**src/inc/ebi_defines.svh**
```systemverilog
// Offsets, field positions, reset values and clock counts of the
// external bus controller. Included by bare name; definitions only.
`ifndef EBI_DEFINES_SVH
`define EBI_DEFINES_SVH

// ****************************************************************
// Register word indices (byte address = index * 4)
// ****************************************************************
`define EBI_MODE_IDX 30'h0fffffbe
`define EBI_BWC_IDX 30'h0fffffc0
`define EBI_DWC_IDX 30'h0fffffc1
`define EBI_STAT_IDX 30'h0fffffc2

// ****************************************************************
// Fields and reset values
// ****************************************************************
`define EBI_MODE_SEP_BIT 0
`define EBI_MODE_RST 1'b0
`define EBI_BWC_RST 16'h0055
`define EBI_BWC_MASK 16'h0055
`define EBI_DWC_RST 16'h7777
`define EBI_DWC_MASK 16'h7777

// ****************************************************************
// Address map (26-bit linear space)
// ****************************************************************
`define EBI_EXT_BASE 26'h0100000
`define EBI_CS1_BASE 26'h0200000
`define EBI_CS2_BASE 26'h0400000
`define EBI_CS3_BASE 26'h0800000
`define EBI_CS_TOP 26'h1000000
`define EBI_SM_CS0_END 26'h010ffff
`define EBI_SM_CS1_END 26'h020ffff
`define EBI_MID_CS1_END 26'h03fffff
`define EBI_RAM_BASE 26'h3ff0000
`define EBI_PERI_BASE 26'h3fff000

// ****************************************************************
// Clocks per internal access
// ****************************************************************
`define EBI_ROM_SEQ_CLKS 4'h1
`define EBI_ROM_BR_CLKS 4'h2
`define EBI_ROM_OPD_CLKS 4'h3
`define EBI_RAM_FETCH_CLKS 4'h1
`define EBI_RAM_OPD_CLKS 4'h1
`define EBI_PERI_CLKS 4'h3

`endif

```
**src/inc/ebi_pkg.sv**
```systemverilog
// Types shared by the external bus controller and its decoder.
// Assumes the defines header is available to the including files.
package ebi_pkg;

  // ****************************************************************
  // Enumerations
  // ****************************************************************
  typedef enum logic [2:0] {EBI_TGT_NONE, EBI_TGT_ROM, EBI_TGT_RAM, EBI_TGT_PERI, EBI_TGT_EXT} ebi_tgt_t;
  typedef enum logic [1:0] {EBI_KIND_SEQ, EBI_KIND_BRANCH, EBI_KIND_OPND} ebi_kind_t;
  typedef enum logic [1:0] {EBI_SZ_BYTE, EBI_SZ_HALF, EBI_SZ_WORD} ebi_sz_t;
  typedef enum logic [1:0] {EBI_CFG_SMALL, EBI_CFG_MID, EBI_CFG_FULL} ebi_cfg_t;
  typedef enum logic [2:0] {EBI_ST_IDLE, EBI_ST_INT, EBI_ST_T1, EBI_ST_T2, EBI_ST_TW, EBI_ST_T3} ebi_st_t;

  // ****************************************************************
  // Whole state of the controller
  // ****************************************************************
  typedef struct packed {
    ebi_st_t st;
    logic mode_sep;
    logic [15:0] bwc;
    logic [15:0] dwc;
    logic wr_pend;
    logic [29:0] wr_idx;
    logic [3:0] wr_lanes;
    logic rd_pend;
    logic [29:0] rd_idx;
    logic hready;
    logic hresp;
    logic [31:0] hrdata;
    ebi_tgt_t tgt;
    ebi_sz_t size;
    logic write;
    logic [25:0] addr;
    logic [31:0] wdata;
    logic [31:0] rdata;
    logic [1:0] area;
    logic bus16;
    logic [2:0] waits;
    logic [2:0] part;
    logic [2:0] parts;
    logic [3:0] wcnt;
    logic [7:0] clk_cnt;
    logic [7:0] last_clks;
    ebi_tgt_t last_tgt;
    logic [15:0] ad_o;
    logic ad_oe;
    logic [23:0] addr_o;
    logic [3:0] cs_n;
    logic rd_n;
    logic [1:0] wr_n;
    logic astb;
    logic done;
    logic busy;
    logic [31:0] cpu_rdata;
  } ebi_core_t;

endpackage : ebi_pkg

```
**src/inc/ebi_dec_if.sv**
```systemverilog
// Carrier between the controller and its address decoder.
// Assumes ebi_pkg is compiled first.
`timescale 1ns/1ps
interface ebi_dec_if;
  import ebi_pkg::*;
  logic [25:0] addr;
  ebi_sz_t size;
  ebi_kind_t kind;
  logic [15:0] bwc;
  logic [15:0] dwc;
  ebi_tgt_t tgt;
  logic [1:0] area;
  logic bus16;
  logic [2:0] waits;
  logic [2:0] parts;
  logic [3:0] int_clks;
  modport ctl (output addr, size, kind, bwc, dwc, input tgt, area, bus16, waits, parts, int_clks);
  modport dec (input addr, size, kind, bwc, dwc, output tgt, area, bus16, waits, parts, int_clks);
endinterface : ebi_dec_if

```
**src/hw/ebi_decode.sv**
```systemverilog
// Address decoder: target, chip-select area, width, waits and clocks.
// Assumes a combinational caller that samples the result at take time.
`timescale 1ns/1ps
`include "ebi_defines.svh"
module ebi_decode #(
  parameter ebi_pkg::ebi_cfg_t VARIANT = ebi_pkg::EBI_CFG_FULL
) (
  // Decode request and result
  ebi_dec_if.dec d
);
  import ebi_pkg::*;

  // Bus cycles needed for one access on a given width
  function automatic logic [2:0] ebi_parts(input ebi_sz_t sz, input logic b16);
    logic [2:0] p;
    p = 3'h1;
    case (sz)
      EBI_SZ_HALF: p = b16 ? 3'h1 : 3'h2;
      EBI_SZ_WORD: p = b16 ? 3'h2 : 3'h4;
      default: p = 3'h1;
    endcase
    return p;
  endfunction : ebi_parts

  // ****************************************************************
  // Target and area decode
  // ****************************************************************
  logic hit;
  logic [1:0] ar;

  // Fixed chip-select windows per configuration
  always_comb
  begin
    hit = 1'b0;
    ar = 2'h0;
    case (VARIANT)
      EBI_CFG_SMALL:
      begin
        if (d.addr >= `EBI_EXT_BASE && d.addr <= `EBI_SM_CS0_END) hit = 1'b1;
        else if (d.addr >= `EBI_CS1_BASE && d.addr <= `EBI_SM_CS1_END)
        begin
          hit = 1'b1;
          ar = 2'h1;
        end
      end
      EBI_CFG_MID:
      begin
        hit = (d.addr >= `EBI_EXT_BASE) && (d.addr <= `EBI_MID_CS1_END);
        ar = (d.addr >= `EBI_CS1_BASE) ? 2'h1 : 2'h0;
      end
      default:
      begin
        hit = (d.addr >= `EBI_EXT_BASE) && (d.addr < `EBI_CS_TOP);
        if (d.addr >= `EBI_CS3_BASE) ar = 2'h3;
        else if (d.addr >= `EBI_CS2_BASE) ar = 2'h2;
        else if (d.addr >= `EBI_CS1_BASE) ar = 2'h1;
        else ar = 2'h0;
      end
    endcase
  end

  // Target, width, waits and internal clock count
  always_comb
  begin
    d.area = ar;
    d.bus16 = 1'b1;
    d.waits = 3'h0;
    d.int_clks = 4'h1;
    if (d.addr < `EBI_EXT_BASE)
    begin
      d.tgt = EBI_TGT_ROM;
      case (d.kind)
        EBI_KIND_SEQ: d.int_clks = `EBI_ROM_SEQ_CLKS;
        EBI_KIND_BRANCH: d.int_clks = `EBI_ROM_BR_CLKS;
        default: d.int_clks = `EBI_ROM_OPD_CLKS;
      endcase
    end
    else if (hit)
    begin
      d.tgt = EBI_TGT_EXT;
      d.bus16 = d.bwc[{ar, 1'b0}];
      d.waits = d.dwc[{ar, 2'b00} +: 3];
    end
    else if (d.addr >= `EBI_PERI_BASE)
    begin
      d.tgt = EBI_TGT_PERI;
      d.int_clks = 4'(`EBI_PERI_CLKS * ebi_parts(d.size, 1'b1));
    end
    else if (d.addr >= `EBI_RAM_BASE)
    begin
      d.tgt = EBI_TGT_RAM;
      d.int_clks = (d.kind == EBI_KIND_OPND) ? `EBI_RAM_OPD_CLKS : `EBI_RAM_FETCH_CLKS;
    end
    else
    begin
      d.tgt = EBI_TGT_NONE;
    end
    d.parts = ebi_parts(d.size, d.bus16);
  end

endmodule : ebi_decode

```
**src/hw/ebi_top.sv**
```systemverilog
// External bus controller: chip-select decode, bus mode, widths, waits.
// Assumes one AHB-Lite master and a CPU port that holds a request
// until the done pulse; pin inputs are synchronous to hclk.
`timescale 1ns/1ps
`include "ebi_defines.svh"
module ebi_top #(
  parameter ebi_pkg::ebi_cfg_t VARIANT = ebi_pkg::EBI_CFG_FULL
) (
  // Clock and reset
  input wire logic hclk,
  input wire logic hresetn,
  // AHB-Lite slave
  input wire logic hsel,
  input wire logic [31:0] haddr,
  input wire logic [1:0] htrans,
  input wire logic hwrite,
  input wire logic [2:0] hsize,
  input wire logic [31:0] hwdata,
  input wire logic hready,
  output logic hreadyout,
  output logic [31:0] hrdata,
  output logic hresp,
  // CPU access port
  input wire logic cpu_req,
  input wire logic [25:0] cpu_addr,
  input wire logic cpu_write,
  input wire ebi_pkg::ebi_sz_t cpu_size,
  input wire ebi_pkg::ebi_kind_t cpu_kind,
  input wire logic [31:0] cpu_wdata,
  output logic cpu_done,
  output logic cpu_busy,
  output logic [31:0] cpu_rdata,
  // External memory pins
  input wire logic [15:0] ext_ad_i,
  output logic [15:0] ext_ad_o,
  output logic ext_ad_oe,
  output logic [23:0] ext_addr_o,
  output logic [3:0] chip_select_line_n,
  output logic ext_rd_n,
  output logic [1:0] ext_wr_n,
  output logic ext_astb,
  input wire logic ext_wait_n
);
  import ebi_pkg::*;

  // ****************************************************************
  // Helper functions
  // ****************************************************************
  // Byte lanes of an AHB transfer
  function automatic logic [3:0] ebi_ahb_lanes(input logic [1:0] a, input logic [2:0] sz);
    logic [3:0] l;
    l = 4'hf;
    case (sz)
      3'h0: l = 4'(4'h1 << a);
      3'h1: l = a[1] ? 4'hc : 4'h3;
      default: l = 4'hf;
    endcase
    return l;
  endfunction : ebi_ahb_lanes

  // Merge the low two lanes of a write into a 16-bit register
  function automatic logic [15:0] ebi_merge16(input logic [15:0] old, input logic [31:0] wd,
                                              input logic [1:0] ln, input logic [15:0] msk);
    logic [15:0] v;
    v = old;
    if (ln[0]) v[7:0] = wd[7:0];
    if (ln[1]) v[15:8] = wd[15:8];
    return v & msk;
  endfunction : ebi_merge16

  // Write data and strobes of the current portion
  function automatic logic [17:0] ebi_wlane(input ebi_core_t s);
    logic [31:0] sh;
    logic [17:0] r;
    sh = s.bus16 ? (s.wdata >> {s.part, 4'h0}) : (s.wdata >> {s.part, 3'h0});
    if (!s.bus16) r = {8'h00, sh[7:0], 2'b10};
    else if (s.size == EBI_SZ_BYTE && s.addr[0]) r = {sh[7:0], 8'h00, 2'b01};
    else if (s.size == EBI_SZ_BYTE) r = {8'h00, sh[7:0], 2'b10};
    else r = {sh[15:0], 2'b00};
    return r;
  endfunction : ebi_wlane

  // Place read lane data of the current portion
  function automatic logic [31:0] ebi_rcap(input ebi_core_t s, input logic [15:0] ad);
    logic [31:0] r;
    r = s.rdata;
    if (!s.bus16) r = r | (32'(ad[7:0]) << {s.part, 3'h0});
    else if (s.size == EBI_SZ_BYTE) r = 32'(s.addr[0] ? ad[15:8] : ad[7:0]);
    else r = r | (32'(ad) << {s.part, 4'h0});
    return r;
  endfunction : ebi_rcap

  // Drive pins for the first state of a bus cycle
  function automatic ebi_core_t ebi_start(input ebi_core_t s, input logic sep);
    ebi_core_t r;
    logic [17:0] wl;
    r = s;
    wl = ebi_wlane(s);
    r.st = EBI_ST_T1;
    r.cs_n = ~(4'(4'h1 << s.area));
    r.addr_o = s.addr[23:0];
    r.astb = ~sep;
    r.wcnt = {1'b0, s.waits};
    if (sep)
    begin
      r.rd_n = s.write;
      r.wr_n = s.write ? wl[1:0] : 2'b11;
      r.ad_o = wl[17:2];
      r.ad_oe = s.write;
    end
    else
    begin
      r.ad_o = s.addr[15:0];
      r.ad_oe = 1'b1;
      r.rd_n = 1'b1; // Strobes idle while AD carries the address
      r.wr_n = 2'b11;
    end
    return r;
  endfunction : ebi_start

  // ****************************************************************
  // State, decoder and derived terms
  // ****************************************************************
  ebi_core_t s_r;
  ebi_core_t s_nxt;
  ebi_dec_if dif ();
  logic sep;
  logic take;
  logic wneed;
  logic final_st;
  logic [17:0] wl;
  logic [31:0] rcap;

  localparam ebi_core_t EBI_RST = '{st: EBI_ST_IDLE, mode_sep: `EBI_MODE_RST, bwc: `EBI_BWC_RST,
                                   dwc: `EBI_DWC_RST, hready: 1'b1, tgt: EBI_TGT_NONE,
                                   size: EBI_SZ_BYTE, last_tgt: EBI_TGT_NONE, cs_n: 4'hf,
                                   rd_n: 1'b1, wr_n: 2'b11, default: '0};

  ebi_decode #(
    .VARIANT(VARIANT)
  ) u_dec (
    .d(dif.dec)
  );

  // Decoder fed from the incoming request and live config
  assign dif.addr = cpu_addr;
  assign dif.size = cpu_size;
  assign dif.kind = cpu_kind;
  assign dif.bwc = s_r.bwc;
  assign dif.dwc = s_r.dwc;

  // Mode, acceptance and wait terms
  assign sep = (VARIANT != EBI_CFG_SMALL) && s_r.mode_sep;
  assign take = (s_r.st == EBI_ST_IDLE) && cpu_req && !s_r.done;
  assign wneed = (s_r.wcnt != 4'h0) || !ext_wait_n;
  assign final_st = sep ? (s_r.st == EBI_ST_T2) : (s_r.st == EBI_ST_T3);
  assign wl = ebi_wlane(s_r);
  assign rcap = ebi_rcap(s_r, ext_ad_i);

  // ****************************************************************
  // Next-state logic
  // ****************************************************************
  // Register bus, access sequencer and pins
  always_comb
  begin
    s_nxt = s_r;
    s_nxt.done = 1'b0;
    s_nxt.hresp = 1'b0;

    // Write data phase commits the earlier address phase
    if (s_r.wr_pend)
    begin
      if (s_r.wr_idx == `EBI_MODE_IDX && s_r.wr_lanes[0] && VARIANT != EBI_CFG_SMALL)
        s_nxt.mode_sep = hwdata[`EBI_MODE_SEP_BIT];
      else if (s_r.wr_idx == `EBI_BWC_IDX)
        s_nxt.bwc = ebi_merge16(s_r.bwc, hwdata, s_r.wr_lanes[1:0], `EBI_BWC_MASK);
      else if (s_r.wr_idx == `EBI_DWC_IDX)
        s_nxt.dwc = ebi_merge16(s_r.dwc, hwdata, s_r.wr_lanes[1:0], `EBI_DWC_MASK);
    end
    s_nxt.wr_pend = 1'b0;

    // Read answer one cycle after its address phase
    if (s_r.rd_pend)
    begin
      s_nxt.rd_pend = 1'b0;
      s_nxt.hready = 1'b1;
      case (s_r.rd_idx)
        `EBI_MODE_IDX: s_nxt.hrdata = {31'h0, sep};
        `EBI_BWC_IDX: s_nxt.hrdata = {16'h0, s_r.bwc};
        `EBI_DWC_IDX: s_nxt.hrdata = {16'h0, s_r.dwc};
        `EBI_STAT_IDX: s_nxt.hrdata = {16'h0, s_r.last_clks, 4'h0, s_r.last_tgt, s_r.busy};
        default: s_nxt.hrdata = 32'h0;
      endcase
    end

    // New address phase
    if (hsel && htrans[1] && hready)
    begin
      if (hwrite)
      begin
        s_nxt.wr_pend = 1'b1;
        s_nxt.wr_idx = haddr[31:2];
        s_nxt.wr_lanes = ebi_ahb_lanes(haddr[1:0], hsize);
      end
      else
      begin
        s_nxt.rd_pend = 1'b1;
        s_nxt.rd_idx = haddr[31:2];
        s_nxt.hready = 1'b0;
      end
    end

    // Clock count of the access in progress
    if (s_r.st != EBI_ST_IDLE && s_r.clk_cnt != 8'hff)
      s_nxt.clk_cnt = s_r.clk_cnt + 8'h01;

    case (s_r.st)
      EBI_ST_IDLE:
      begin
        if (take)
        begin
          s_nxt.busy = 1'b1;
          s_nxt.clk_cnt = 8'h01;
          s_nxt.tgt = dif.tgt;
          s_nxt.size = cpu_size;
          s_nxt.write = cpu_write;
          s_nxt.addr = cpu_addr;
          s_nxt.wdata = cpu_wdata;
          s_nxt.rdata = 32'h0;
          s_nxt.area = dif.area;
          s_nxt.bus16 = dif.bus16;
          s_nxt.waits = dif.waits;
          s_nxt.part = 3'h0;
          s_nxt.parts = dif.parts;
          if (dif.tgt == EBI_TGT_EXT)
            s_nxt = ebi_start(s_nxt, sep);
          else
          begin
            s_nxt.st = EBI_ST_INT;
            s_nxt.wcnt = dif.int_clks - 4'h1;
            if (dif.tgt == EBI_TGT_PERI)
              s_nxt.addr_o = cpu_addr[23:0];
          end
        end
      end
      EBI_ST_INT:
      begin
        // Data bus floated and strobes idle throughout
        if (s_r.wcnt == 4'h0)
        begin
          s_nxt.st = EBI_ST_IDLE;
          s_nxt.busy = 1'b0;
          s_nxt.done = 1'b1;
          s_nxt.last_clks = s_r.clk_cnt;
          s_nxt.last_tgt = s_r.tgt;
          s_nxt.cpu_rdata = 32'h0;
        end
        else
          s_nxt.wcnt = s_r.wcnt - 4'h1;
      end
      EBI_ST_T1:
      begin
        if (sep)
        begin
          s_nxt.st = wneed ? EBI_ST_TW : EBI_ST_T2;
          if (s_r.wcnt != 4'h0) s_nxt.wcnt = s_r.wcnt - 4'h1;
        end
        else
        begin
          s_nxt.st = EBI_ST_T2;
          s_nxt.astb = 1'b0;
          s_nxt.rd_n = s_r.write;
          s_nxt.wr_n = s_r.write ? wl[1:0] : 2'b11;
          s_nxt.ad_o = wl[17:2];
          s_nxt.ad_oe = s_r.write;
        end
      end
      EBI_ST_TW:
      begin
        if (!wneed)
          s_nxt.st = sep ? EBI_ST_T2 : EBI_ST_T3;
        else if (s_r.wcnt != 4'h0)
          s_nxt.wcnt = s_r.wcnt - 4'h1;
      end
      EBI_ST_T2,
      EBI_ST_T3:
      begin
        if (!final_st)
        begin
          s_nxt.st = wneed ? EBI_ST_TW : EBI_ST_T3;
          if (s_r.wcnt != 4'h0) s_nxt.wcnt = s_r.wcnt - 4'h1;
        end
        else
        begin
          if (!s_r.write) s_nxt.rdata = rcap;
          if (s_r.part + 3'h1 < s_r.parts)
          begin
            s_nxt.part = s_r.part + 3'h1;
            s_nxt.addr = s_r.addr + (s_r.bus16 ? 26'h2 : 26'h1);
            s_nxt = ebi_start(s_nxt, sep);
          end
          else
          begin
            s_nxt.st = EBI_ST_IDLE;
            s_nxt.cs_n = 4'hf;
            s_nxt.rd_n = 1'b1;
            s_nxt.wr_n = 2'b11;
            s_nxt.astb = 1'b0;
            s_nxt.ad_oe = 1'b0;
            s_nxt.busy = 1'b0;
            s_nxt.done = 1'b1;
            s_nxt.last_clks = s_r.clk_cnt;
            s_nxt.last_tgt = s_r.tgt;
            s_nxt.cpu_rdata = s_r.write ? 32'h0 : rcap;
          end
        end
      end
      default:
      begin
        s_nxt.st = EBI_ST_IDLE;
      end
    endcase
  end

  // ****************************************************************
  // State register and outputs
  // ****************************************************************

  // Single register of the whole state
  always_ff @(posedge hclk or negedge hresetn)
  begin
    if (!hresetn)
      s_r <= EBI_RST;
    else
      s_r <= s_nxt;
  end

  // Outputs straight from the state register
  assign hreadyout = s_r.hready;
  assign hrdata = s_r.hrdata;
  assign hresp = s_r.hresp;
  assign cpu_done = s_r.done;
  assign cpu_busy = s_r.busy;
  assign cpu_rdata = s_r.cpu_rdata;
  assign ext_ad_o = s_r.ad_o;
  assign ext_ad_oe = s_r.ad_oe;
  assign ext_addr_o = s_r.addr_o;
  assign chip_select_line_n = s_r.cs_n;
  assign ext_rd_n = s_r.rd_n;
  assign ext_wr_n = s_r.wr_n;
  assign ext_astb = s_r.astb;

endmodule : ebi_top

```
**config.mk**
```make
export PLATFORM = sky130hd
export DESIGN_NAME = ebi_top
export DESIGN_NICKNAME = d
export VERILOG_FILES = /design/src/inc/ebi_pkg.sv /design/src/inc/ebi_dec_if.sv /design/src/hw/ebi_decode.sv /design/src/hw/ebi_top.sv
export VERILOG_INCLUDE_DIRS = /design/src /design/src/inc
export SDC_FILE = /design/constraint.sdc
export NUM_CORES = 1
export LEC_CHECK = 0
export ABC_AREA = 1
export CAP_MARGIN = 15
export CORE_AREA = 2 2 202 204
export CTS_CLUSTER_DIAMETER = 40
export DETAILED_ROUTE_END_ITERATION = 10
export DIE_AREA = 0 0 204 206
export DONT_BUFFER_PORTS = 1
export SLEW_MARGIN = 20
export SYNTH_ARGS = -nofsm -noshare
export SYNTH_HDL_FRONTEND = slang
export SYNTH_SLANG_ARGS = --single-unit
```
**constraint.sdc**
```tcl
create_clock -name hclk -period 3.8 [get_ports hclk]
set_clock_uncertainty 0.2 [all_clocks]
set_input_delay 0.76 -clock hclk [delete_from_list [all_inputs] [get_ports hclk]]
set_output_delay 0.76 -clock hclk [all_outputs]
set_load 0.005 [all_outputs]
```
# After elaboration in Yosys (flattened, before gate mapping)
# Cells that the tools add are included.
[word_totals]
register_bits = 350
latchBits = 0
mem_bits_rw = 0
romBits = 0
out_inout_bits = 117
word_cells = 248
mem_count = 0
[op_classes]
n_addsub = 5
n_mul = 1
n_div = 0
order_cmp = 10
n_eq_ne = 32
n_shift = 10
muxes = 108
bitwise = 7
n_reduce_logical = 38
[ops]
columns = ["cell", "n"]
rows = [
  ["$pmux W241 S2", 1],
  ["$mux W350", 1],
  ["$mux W32", 7],
  ["$eq A30 B28 Y1 const B", 7],
  ["$mux W102", 2],
  ["$mux W18", 9],
  ["$mux W114", 1],
  ["$pmux W34 S3", 1],
  ["$mux W16", 6],
  ["$mux W42", 2],
  ["$mux W24", 3],
  ["$mux W17", 4],
  ["$mux W67", 1],
  ["$or A32 B32 Y32", 2],
  ["$pmux W16 S4", 1],
  ["$shr A32 B6 Y16", 2],
  ["$shr A32 B7 Y16", 2],
  ["$pmux W28 S2", 1],
  ["$ge A26 B26 Y1 const B", 2],
  ["$mux W3", 17],
  ["$pmux W17 S3", 1],
  ["$mux W4", 11],
  ["$mux W35", 1],
  ["$mux W34", 1],
  ["59 further kinds", 125],
]

# Longest topological paths before layout
# Gate-level depths: netlist of the first run.
[depth]
depth_word = 14
depth_mapped = 16
depth_no_buf = 15

# By module
# From an unflattened synthesis of the first run, not the netlist that was laid out.
[unflattened]
cells_unflattened = 2423
area_unflattened_um2 = 17954.7
[by_module_without_submodules]
columns = ["module", "instances", "cells_per_inst", "area_per_inst_um2", "seq_area_each_um2"]
rows = [
  ["ebi_top", 1, 2337, 17515.5, 7837.5],
  ["ebi_decode", 1, 86, 439.2, 0.0],
]

# Worst setup path before layout of the first run
# Ideal clock, no wire load.
[synth_timing]
path_kind = "input to register"
startpoint = "in cpu_addr[24]"
endpoint = "reg s_r[103] in the netlist's numbering"
t_arrival_ns = 2.473
t_required_ns = 3.535
slack_ns = 1.062
stages = 13
n_path_buf = 0
cell_sequence = "nor2_1 > nand2_1 > nor2_1 > nand2_1 > nor2_1 > nand2_1 > o41ai_1 > ha_1 > o31ai_1 > inv_1 > a21oi_1 > nand2_1 > nand2_1"
[synth_between]
elab_chain_cells = 10
word_cells_on_any_way = 27
cone_classes = "add/sub (1); order compare (8); eq/ne (1); shift (1); mux (15); reduce/logical (1)"
[synth_lines]
columns = ["element", "line_no", "rtl"]
rows = [
  ["start, declared", "ebi_top.sv:25", "input wire logic [25:0] cpu_addr,"],
  ["$ge A26 B22 Y1 (no source line)", "--", ""],
  ["$mux W1", "ebi_decode.sv:56", "else if (d.addr >= `EBI_CS1_BASE) ar = 2'h1;"],
  ["$mux W2", "ebi_decode.sv:55", "else if (d.addr >= `EBI_CS2_BASE) ar = 2'h2;"],
  ["$mux W2", "ebi_decode.sv:54", "if (d.addr >= `EBI_CS3_BASE) ar = 2'h3;"],
  ["$shiftx A16 B5 Y3", "ebi_decode.sv:82", "d.waits = d.dwc[{ar, 2'b00} +: 3];"],
  ["$mux W3", "ebi_decode.sv:78", "else if (hit)"],
  ["$mux W3", "ebi_decode.sv:69", "if (d.addr < `EBI_EXT_BASE)"],
  ["$mux W4 (*)", "ebi_top.sv:235", "if (dif.tgt == EBI_TGT_EXT)"],
  ["$mux W350 (*)", "ebi_top.sv:220", "if (take)"],
  ["$pmux W4 S5 (*)", "ebi_top.sv:217", "case (s_r.st)"],
  ["end signal, assigned", "ebi_top.sv:335", "s_r <= s_nxt;"],
  ["end, declared", "ebi_top.sv:124", "ebi_core_t s_r;"],
]
# Mark *: on every way between the ends. The rest lies on a longest branch, timed or not. The select of a mux whose other input is x is not followed.
# A chain may end at the register's enable or synchronous reset.

# Worst setup path in the final report of the first run
[layout_timing]
startpoint = "reg s_r[111] in the netlist's numbering"
endpoint = "reg s_r (netlist bit cpu_rdata[23])"
[layout_between]
elab_chain_cells = 8
word_cells_on_any_way = 14
cone_classes = "add/sub (1); order compare (1); eq/ne (1); shift (2); mux (6); bitwise (2); reduce/logical (1)"
[layout_lines]
columns = ["element", "line_no", "rtl"]
rows = [
  ["$shl A16 B7 Y32", "ebi_top.sv:89", "else r = r | (32'(ad) << {s.part, 4'h0});"],
  ["$or A32 B32 Y32", "ebi_top.sv:89", ""],
  ["$mux W32", "ebi_top.sv:88", "else if (s.size == EBI_SZ_BYTE) r = 32'(s.addr[0] ? ad[15:8] : ad[7:0]);"],
  ["$mux W32", "ebi_top.sv:87", "if (!s.bus16) r = r | (32'(ad[7:0]) << {s.part, 3'h0});"],
  ["$mux W32", "ebi_top.sv:314", "s_nxt.cpu_rdata = s_r.write ? 32'h0 : rcap;"],
  ["$mux W42", "ebi_top.sv:296", "if (s_r.part + 3'h1 < s_r.parts)"],
  ["$mux W102", "ebi_top.sv:288", "if (!final_st)"],
  ["$pmux W34 S3", "ebi_top.sv:217", ""],
]
# Several ways; a longest one is shown, not always the timed one. The select of a mux whose other input is x is not followed.

==> impl_metrics.env, run 1 <==
export IMPL_cp_cell_sequence="nand2_1 > and2_1 > ha_1 > a21oi_1 > nand2_1 > nand2_1 > o21ai_2 > inv_2 > buf_4 > nand2_1 > o21ai_0"
export IMPL_avgSynthCellArea_sq_um=7.25
export IMPL_firstDrtPassIters=5
export IMPL_tightest_slew_ns=0.760
export IMPL_status="finished with violations"
export IMPL_end_kind="register"
export IMPL_dr_first_iter_drc_count=1216
export IMPL_synth_top_area_share_pct=40.8
export IMPL_reg2reg_depth=11
export IMPL_drive_gt1_share_pct=8.03
export IMPL_setup_viol=0
export IMPL_rsz0062_at_grt="false"
export IMPL_pin_count=272
export IMPL_ys_flop_type="dfrtp_1"
export IMPL_grt_pass1_wl_microns=86000
export IMPL_maxCapViolCount=0
export IMPL_max_slew_margin_pct=49.4
export IMPL_synth_seq_area_share_pct=44.4
export IMPL_grt_max_degree=313
export IMPL_synth_edff_count=0
export IMPL_track_usage_pct=26.4
export IMPL_port_buffers=0
export IMPL_setup_slack_ns=0.604
export IMPL_syn2layout_area_growth_pct=9.80
export IMPL_rrSetupSlack_ns=0.60
export IMPL_drtAntennaViolNets=0
export IMPL_pre_cts_ws_ns=0.635
export IMPL_via_per_inst=5.35
export IMPL_fill_cells=4056
export IMPL_seq_power_share_pct=32.7
export IMPL_place_congestion=0.917
export IMPL_root_buffer="clkbuf_16"
export IMPL_syn_inst=2436
export IMPL_power_frac_clock_pct=31.5
export IMPL_routed_wl_microns=55800
export IMPL_violations="hold timing"
export IMPL_yosysMostFrequentCell="nand2_1"
export IMPL_path_buf_inv=2
export IMPL_path_class="reg -> reg"
export IMPL_min_period_over_period_pct=84.1
export IMPL_first_global_vias=15000
export IMPL_hold_violations=307
export IMPL_synth_area_leaders="dfrtp_1 41%, nand2_1 16%, o21ai_0 7.5%"
export IMPL_initial_core_util_pct=44.0
export IMPL_power_density_nw_per_um2=800
export IMPL_tritoncts="done"
export IMPL_hold_class="in -> async"
export IMPL_slew_viol_final=0
export IMPL_grt_overflow=0
export IMPL_timing_rr_start="s_r[111]"
export IMPL_path_common_cell="nand2_1"
export IMPL_ys_warn_count=0
export IMPL_cts_resized=0
export IMPL_syn_area_sq_um=17700
export IMPL_cp_required_ns=4.10
export IMPL_h_tree_depth=2
export IMPL_synth_cell_types=50
export IMPL_cts_sinks=312
export IMPL_numCtsBuffers=55
export IMPL_synthTopCellsByCount="752 x nand2_1, 288 x dfrtp_1, 266 x o21ai_0, 252 x inv_1, 180 x nand3_1"
export IMPL_die_area_sq_um=42000
export IMPL_setup_tns_ns=0
export IMPL_die_x_microns=204
export IMPL_synthArstFlopShare_pct=100
export IMPL_start_kind="register"
export IMPL_yosys_register_bits=312
export IMPL_worst_ep_arrival_time_ns=3.49
export IMPL_path_clk_slew_ns=0.06
export IMPL_power_leakage_nw=9.72
export IMPL_fin_hold_ws_ns=-0.326
export IMPL_synth_top_area_cell="dfrtp_1"
export IMPL_nets=2509
export IMPL_slowest_delay_ns=0.67
export IMPL_clock_latency_ns=0.60
export IMPL_worst_path_max_delay_cell="dfrtp_1"
export IMPL_routedWlPerCell_microns=19.1
export IMPL_die_h_microns=206
export IMPL_num_vias=15600
export IMPL_place_area_sq_um=17500
export IMPL_cts_buffer_depth=3
export IMPL_r2r_end="cpu_rdata[23]"
export IMPL_max_freq_mhz=313
export IMPL_swShare_pct=42.0
export IMPL_vdd_drop_max_uv=407
export IMPL_path_delay_family="simple AND/OR/NAND/NOR gates"
export IMPL_num_rows=74
export IMPL_crit_fanout=32
export IMPL_comb_power_share_pct=35.9
export IMPL_period_minus_slack_ns=3.20
export IMPL_core_area_sq_um=40200
export IMPL_final_area_sq_um=19400
export IMPL_drc=0
export IMPL_p_int_mw=9.00
export IMPL_antenna_found_initial=1
export IMPL_switchingPower_mw=6.52
export IMPL_dp_hpwl_microns=40600
==> how the worst max path moves through the flow <==
stage	startpoint	endpoint	slack, ns	cells after the start
2_1_floorplan	cpu_addr[24]	s_r[103]	1.06	13
5_1_grt	s_r[111]	ext_addr_o[3]	0.38	11
3_3_place_gp	s_r[111]	ext_addr_o[14]	0.71	11
3_5_place_dp	s_r[111]	cpu_rdata[23]	0.63	11
6_report	s_r[111]	cpu_rdata[23]	0.60	11
4_1_cts	s_r[111]	cpu_rdata[21]	0.62	11
==> per-layer routing <==
metal  vias up  wire length [microns]  global-route usage [%]
li1       7607                      -                       -
met1      7390                  23600                    34.3
met2       551                  25800                    42.7
met3        95                   4620                    6.54
met4         0                   1770                    10.3
met5         -                      0                       0
==> power by group through the flow <==
stage / registers, mW / logic [mW] / clock network (mW)
2_1_floorplan: 4.77 / 4.37 / 0
3_3_place_gp: 5.11 / 5.42 / 0
3_5_place_dp: 5.12 / 5.52 / 0
4_1_cts: 5.08 / 5.54 / 4.97
5_1_grt: 5.19 / 6.25 / 5.12
6_report: 5.07 / 5.56 / 4.88
==> final cells by class <==
type | instances | area (sq um) | share of cell area (%)
tap | 532 | 666 | 3.43
sequential | 312 | 7840 | 40.4
antenna | 2 | 5.00 | 0.0258
inverter | 266 | 998 | 5.15
clock buffer | 66 | 1520 | 7.83
timing repair buffer | 41 | 345 | 1.78
multi-input combinational | 1669 | 7670 | 39.6
clock inverter | 37 | 353 | 1.82
==> flip-flops by register name, indices dropped and copies added, names as in the netlist <==
signal / cells
s_r: 196
cpu_rdata: 32
ext_wr_n: 2
hreadyout: 1
dif.dwc: 12
ext_addr_o: 24
chip_select_line_n: 4
ext_ad_o: 16
cpu_done: 1
sep: 1
dif.bwc: 4
ext_astb: 1
hrdata: 15
ext_rd_n: 1
cpu_busy: 1
ext_ad_oe: 1
==> placed cells by master, fill, tap and decap left out, types with 9 or more instances in the layout <==
master     count
conb_1        18
xor2_1         9
a21oi_1       70
inv_2         10
buf_4         38
dfstp_2       24
a31oi_1       21
inv_1        252
nor2_1       170
nand3_1      180
dfrtp_1      288
o21ai_0      266
nand4_1       31
clkinv_4      11
o22ai_1       21
nand2_1      751
o211ai_1      13
a22o_1        13
clkbuf_16     56
nor3_1        20
o31ai_1       26
==> through the flow <==
step                      hold WS (ns)  cells  power (mW)  utilization [%]
after floorplan                  0.243   2453        9.14                -
after global placement           0.262   2820        10.5             43.6
after detailed placement         0.266   2820        10.6             43.6
after CTS                       -0.351   2923        15.6             48.3
after global routing            -0.334   2925        16.6             48.3
final                           -0.326   2925        15.5             48.3
==> timing repair <==
| item | 4_1_cts | 5_1_grt |
|---|---|---|
| setup buffers | 0 | 0 |
| setup endpoints to repair | 0 | 0 |
| hold endpoints to repair | 312 | 307 |
==> cell families (layout without fill, tap and decap cells) <==
kind of cell	after synthesis	count (layout)	synth area share, %
buffers and inverters	472	410	12.6
and+or+nand+nor	1174	1174	27.3
DFF	312	312	44.4
adders and majority gates	9	9	0.680
other	1	20	0.0212
AOI/OAI and AO/OA	458	458	14.6
xor gates and xnor gates	10	10	0.496
Note: power is estimated with default switching activity, not from simulation.
==> inputs of run 2 (changes only) <==
--- a/config.mk
+++ b/config.mk
@@ -6,7 +6,7 @@
 export SDC_FILE = /design/constraint.sdc
 export NUM_CORES = 1
 export LEC_CHECK = 0
-export ABC_AREA = 1
+export ABC_AREA = 0
 export CAP_MARGIN = 15
 export CORE_AREA = 2 2 202 204
 export CTS_CLUSTER_DIAMETER = 40
==> constraint.sdc (replaced) <==
create_clock -name hclk -period 3 [get_ports hclk]
set_clock_uncertainty 0.2 [all_clocks]
set_input_delay 0.6 -clock hclk [delete_from_list [all_inputs] [get_ports hclk]]
set_output_delay 0.6 -clock hclk [all_outputs]
set_load 0.005 [all_outputs]
==> run 2 against run 1 <==
Compared with the run above: the flow still finishes with violations (hold timing); setup slack got worse by 0.46 ns; final cell count fell by 11%; fmax rose by 12%; largest power group is now sequential cells.
==> impl_metrics.env, run 2 <==
export IMPL_hold_violations=312
export IMPL_track_usage_pct=28.1
export IMPL_violations="hold timing"
export IMPL_rsz0062_at_grt="false"
export IMPL_synth_top_area_cell="dfrtp_1"
export IMPL_drtAntennaViolNets=0
export IMPL_pin_count=272
export IMPL_final_util_pct=51.0
export IMPL_drc=0
export IMPL_routedWlPerCell_microns=22.7
export IMPL_synth_seq_area_share_pct=44.4
export IMPL_synth_top_area_share_pct=40.8
export IMPL_top_register="s_r"
export IMPL_num_rows=74
export IMPL_ys_flop_type="dfrtp_1"
export IMPL_cts_sinks=312
export IMPL_worst_ep_arrival_time_ns=3.12
export IMPL_final_cell_mix="498 x nand2_1, 288 x dfrtp_1, 107 x nor2_1, 100 x a21oi_1, 97 x o21ai_0"
export IMPL_path_class="reg -> reg"
export IMPL_syn_inst=2024
export IMPL_port_buffers=0
export IMPL_setup_viol=0
export IMPL_die_area_sq_um=42000
export IMPL_syn2layout_area_growth_pct=16.1
export IMPL_status="finished with violations"
export IMPL_max_slew_margin_pct=34.7
export IMPL_via_per_inst=5.85
export IMPL_min_period_over_period_pct=95.3
export IMPL_firstDrtPassIters=5
export IMPL_tritoncts="done"
export IMPL_cts_buffer_depth=3
export IMPL_root_buffer="clkbuf_16"
export IMPL_dr_first_iter_drc_count=1323
export IMPL_synthTopCellsByCount="500 x nand2_1, 288 x dfrtp_1, 113 x buf_4, 109 x nor2_1, 100 x a21oi_1"
export IMPL_synth_area_leaders="dfrtp_1 41%, nand2_1 11%, buf_4 4.8%"
export IMPL_drive_gt1_share_pct=12.9
export IMPL_rrSetupSlack_ns=0.14
export IMPL_syn_area_sq_um=17600
export IMPL_num_vias=15300
export IMPL_largest_reg_flops=196
export IMPL_yosys_register_bits=312
export IMPL_hold_class="in -> async"
export IMPL_synth_edff_count=0
export IMPL_numCtsBuffers=49
export IMPL_crit_fanout=6
export IMPL_cp_required_ns=3.27
export IMPL_fin_hold_ws_ns=-0.483
export IMPL_ys_warn_count=0
export IMPL_yosysMostFrequentCell="nand2_1"
export IMPL_grt_pass1_wl_microns=90700
export IMPL_dp_hpwl_microns=42000
export IMPL_slew_viol_final=0
export IMPL_tightest_slew_ns=0.978
export IMPL_setup_tns_ns=0
export IMPL_final_common_cell="nand2_1"
export IMPL_synthArstFlopShare_pct=100
export IMPL_clock_latency_ns=0.58
export IMPL_die_x_microns=204
export IMPL_path_clk_slew_ns=0.06
export IMPL_grt_max_degree=313
export IMPL_antenna_found_initial=3
export IMPL_max_freq_mhz=350
export IMPL_period_minus_slack_ns=2.86
export IMPL_nets=2202
export IMPL_postCtsHoldBufs=90
export IMPL_power_density_nw_per_um2=922
export IMPL_avgSynthCellArea_sq_um=8.72
export IMPL_end_kind="register"
export IMPL_power_leakage_nw=9.01
export IMPL_first_global_vias=15000
export IMPL_core_area_sq_um=40200
export IMPL_h_tree_depth=2
export IMPL_maxCapViolCount=0
export IMPL_routed_wl_microns=59300
export IMPL_vdd_drop_max_uv=611
export IMPL_post_cts_buffers=0
export IMPL_initial_core_util_pct=43.9
export IMPL_synth_cell_types=98
export IMPL_place_congestion=1.01
export IMPL_die_h_microns=206
export IMPL_start_kind="register"
export IMPL_grt_overflow=0
==> run 2: repair_timing <==
| item | in CTS | in global routing |
|---|---|---|
| gates resized for setup | 0 | 4 |
| endpoints found under the setup margin | 0 | 6 |
| endpoints found under the hold margin | 436 | 312 |
==> run 2: through the flow <==
stage / instances / total power, mW / hold slack [ns] / setup WS (ns) / area, sq um
4_1_cts: 2611 / 18.9 / -0.506 / 0.122 / 20500
3_3_place_gp: 2429 / 12.5 / 0.110 / 0.128 / 17800
2_1_floorplan: 2041 / 11.1 / 0.104 / 0.00659 / 17700
3_5_place_dp: 2429 / 12.6 / 0.111 / 0.0948 / 17800
6_report: 2615 / 18.9 / -0.483 / 0.142 / 20500
5_1_grt: 2613 / 19.9 / -0.508 / 0.0168 / 20500
==> run 2: cell families (layout without fill, tap and decap cells) <==
group           Yosys count  after routing  synth area share (%)
xor+xnor                 26             26                  1.29
fa+ha+maj                10             10                 0.737
buf+inv                 276            314                  8.57
other cells               1             22                0.0212
mux                      66             66                  4.14
simple gates            846            846                  22.0
compound gates          487            487                  18.8
flops                   312            312                  44.4
==> run 2: cell type report <==
type                    count  area (sq um)
clock buffers              57          1340
well taps                 532           666
fillers                  3811         19700
clock inverters            35           425
multi-input cells        1453          8410
inverters                  44           165
flip-flops and latches    312          7840
diodes                      4          10.0
repair buffers            178          1640
==> run 2: where the power goes <==
| group | leakage (nW) | internal, mW | switching, mW |
|---|---|---|---|
| combinational | 4.22 | 2.39 | 3.82 |
| sequential | 3.96 | 5.42 | 1.21 |
| clock | 0.833 | 3.84 | 2.22 |
==> run 2: path summary, 6_finish.rpt <==
path	to	cells past startpoint	startpoint
setup / recovery	s_r[104]	10	s_r[109]
setup reg to reg	s_r[104]	10	s_r[109]
min in group hclk	s_r[183]	2	cpu_addr[1]
hold / removal	cpu_rdata[14]	0	hresetn
hold reg to reg	s_r[276]	2	s_r[276]
max in group asynchronous	s_r[209]	0	hresetn
==> run 2: critical path: stages, from the launching register on <==
cell	delay, ns
dfrtp_1	0.38
ha_1	0.21
xnor2_1	0.20
inv_1	0.09
ha_1	0.29
a21oi_1	0.18
o21ai_1	0.19
a22oi_4	0.23
inv_2	0.06
a211oi_2	0.34
mux2_2	0.39
==> run 2: routing by layer <==
layer	global-route usage, %	vias up	wire length (microns)
met2	43.7	660	26600
met1	38.1	7471	25700
li1	-	7077	-
met5	0	-	12
met4	8.15	2	1390
met3	8.14	98	5580
==> inputs of run 3 (changes only) <==
--- a/config.mk
+++ b/config.mk
@@ -13,6 +13,7 @@
 export DETAILED_ROUTE_END_ITERATION = 10
 export DIE_AREA = 0 0 204 206
 export DONT_BUFFER_PORTS = 1
+export PLACE_DENSITY = 0.61
 export SLEW_MARGIN = 20
 export SYNTH_ARGS = -nofsm -noshare
 export SYNTH_HDL_FRONTEND = slang
==> run 3 against run 2 <==
Compared with the run above: the flow finishes with violations (hold timing, setup timing); core utilization decreased by 0.17 points; final cell count decreased by 0.11%; combinational power increased by 4.4%; design area decreased by 0.34%; largest cell class unchanged.
==> impl_metrics.env, run 3 (synthesis results as in run 2) <==
export IMPL_status="finished with violations"
export IMPL_violations="hold timing, setup timing"
export IMPL_final_util_pct=50.8
export IMPL_antenna_found_initial=2
export IMPL_tritoncts="done"
export IMPL_min_period_over_period_pct=100
export IMPL_die_area_sq_um=42000
export IMPL_reg2reg_depth=9
export IMPL_track_usage_pct=28.3
export IMPL_maxCapViolCount=0
export IMPL_port_buffers=0
export IMPL_rsz0062_at_grt="false"
export IMPL_grt_overflow=0
export IMPL_final_common_cell="nand2_1"
export IMPL_place_area_sq_um=17900
export IMPL_drc=0
export IMPL_grt_max_degree=313
export IMPL_slew_viol_final=0
export IMPL_nets=2206
export IMPL_grt_pass1_wl_microns=91100
export IMPL_numCtsBuffers=48
export IMPL_syn2layout_area_growth_pct=15.7
export IMPL_start_kind="register"
export IMPL_first_global_vias=15000
export IMPL_clock_latency_ns=0.57
export IMPL_max_slew_margin_pct=52.0
export IMPL_power_leakage_nw=8.99
export IMPL_tightest_slew_ns=0.718
export IMPL_routed_wl_microns=59900
export IMPL_path_clk_slew_ns=0.05
export IMPL_end_kind="register"
export IMPL_hold_violations=310
export IMPL_cp_required_ns=3.25
export IMPL_worst_ep_arrival_time_ns=3.25
export IMPL_total_power_mw=18.7
export IMPL_num_rows=74
export IMPL_root_buffer="clkbuf_16"
export IMPL_power_density_nw_per_um2=916
export IMPL_dr_first_iter_drc_count=1523
export IMPL_firstDrtPassIters=6
export IMPL_final_area_sq_um=20400
export IMPL_routedWlPerCell_microns=22.9
export IMPL_cts_buffer_depth=3
export IMPL_die_h_microns=206
export IMPL_via_per_inst=5.91
export IMPL_pin_count=272
export IMPL_core_area_sq_um=40200
export IMPL_max_freq_mhz=333
export IMPL_setup_viol=1
export IMPL_setup_slack_ns=-0.00384
export IMPL_final_cell_mix="498 x nand2_1, 288 x dfrtp_1, 107 x nor2_1, 98 x a21oi_1, 97 x o21ai_0"
export IMPL_hold_class="in -> async"
export IMPL_fin_hold_ws_ns=-0.473
export IMPL_initial_core_util_pct=43.9
export IMPL_vdd_drop_max_uv=554
export IMPL_drtAntennaViolNets=0
export IMPL_crit_fanout=4
export IMPL_num_vias=15400
export IMPL_place_congestion=1.04
export IMPL_largest_reg_flops=196
export IMPL_die_x_microns=204
export IMPL_drive_gt1_share_pct=13.1
export IMPL_h_tree_depth=2
export IMPL_cts_sinks=312
export IMPL_top_register="s_r"
export IMPL_dp_hpwl_microns=42700
export IMPL_period_minus_slack_ns=3.00
export IMPL_postCtsHoldBufs=88
export IMPL_path_class="reg -> reg"
-- run 3: power breakdown --
| part | switching, mW | internal [mW] |
|---|---|---|
| Combinational | 3.96 | 2.52 |
| Clock | 2.13 | 3.48 |
| Sequential | 1.22 | 5.42 |
-- run 3: what timing repair did --
item / CTS / global route
gates resized for setup: 1 / 9
endpoints found under the setup margin: 1 / 28
cloned: 0 / 1
endpoints found under the hold margin: 435 / 312
pin swaps: 0 / 2
setup buffers: 0 / 1
-- run 3: routing by layer --
metal | track usage [%] | wire length, microns
met1 | 37.9 | 25300
met2 | 43.2 | 26700
met3 | 8.44 | 5670
met4 | 10.6 | 2200
met5 | 0 | 13
-- run 3: per-stage QoR --
| stage | cells | setup WS (ns) | setup TNS, ns | hold slack [ns] |
|---|---|---|---|---|
| 2_1_floorplan | 2041 | 0.00659 | 0 | 0.104 |
| 3_3_place_gp | 2434 | -0.279 | -0.279 | 0.110 |
| 3_5_place_dp | 2434 | -0.184 | -0.184 | 0.111 |
| 4_1_cts | 2609 | 0.0692 | 0 | -0.496 |
| 5_1_grt | 2611 | 0.0156 | 0 | -0.501 |
| 6_report | 2612 | -0.00384 | -0.00384 | -0.473 |
-- run 3: final cells by class --
type,instances,area [sq um]
tap,532,666
clock buffer,58,1300
fill,3821,19800
antenna,1,2.50
clock inverter,29,320
sequential,312,7840
timing repair buffer,183,1700
inverter,44,165
multi-input combinational,1453,8430
-- run 3: path summary, 6_finish.rpt --
path | start | slack, ns | end
min in group hclk | hsize[1] | 0.02 | s_r[279]
worst max-delay path | s_r[115] | -0.004 | ext_ad_o[0]
worst max register to register | s_r[115] | -0.004 | ext_ad_o[0]
worst min register to register | s_r[276] | 0.27 | s_r[276]
max in group asynchronous | hresetn | 2.56 | s_r[97]
worst min-delay path | hresetn | -0.47 | cpu_rdata[12]
-- run 3: worst max-delay path, stage by stage (launching register included) --
cell and delay [ns]:
dfrtp_1 0.41, inv_1 0.08, ha_1 0.33, inv_1 0.17, nor3_1 0.08, o21ai_0 0.45
a21oi_1 0.22, a2111oi_1 0.68, buf_4 0.22, a21oi_1 0.06
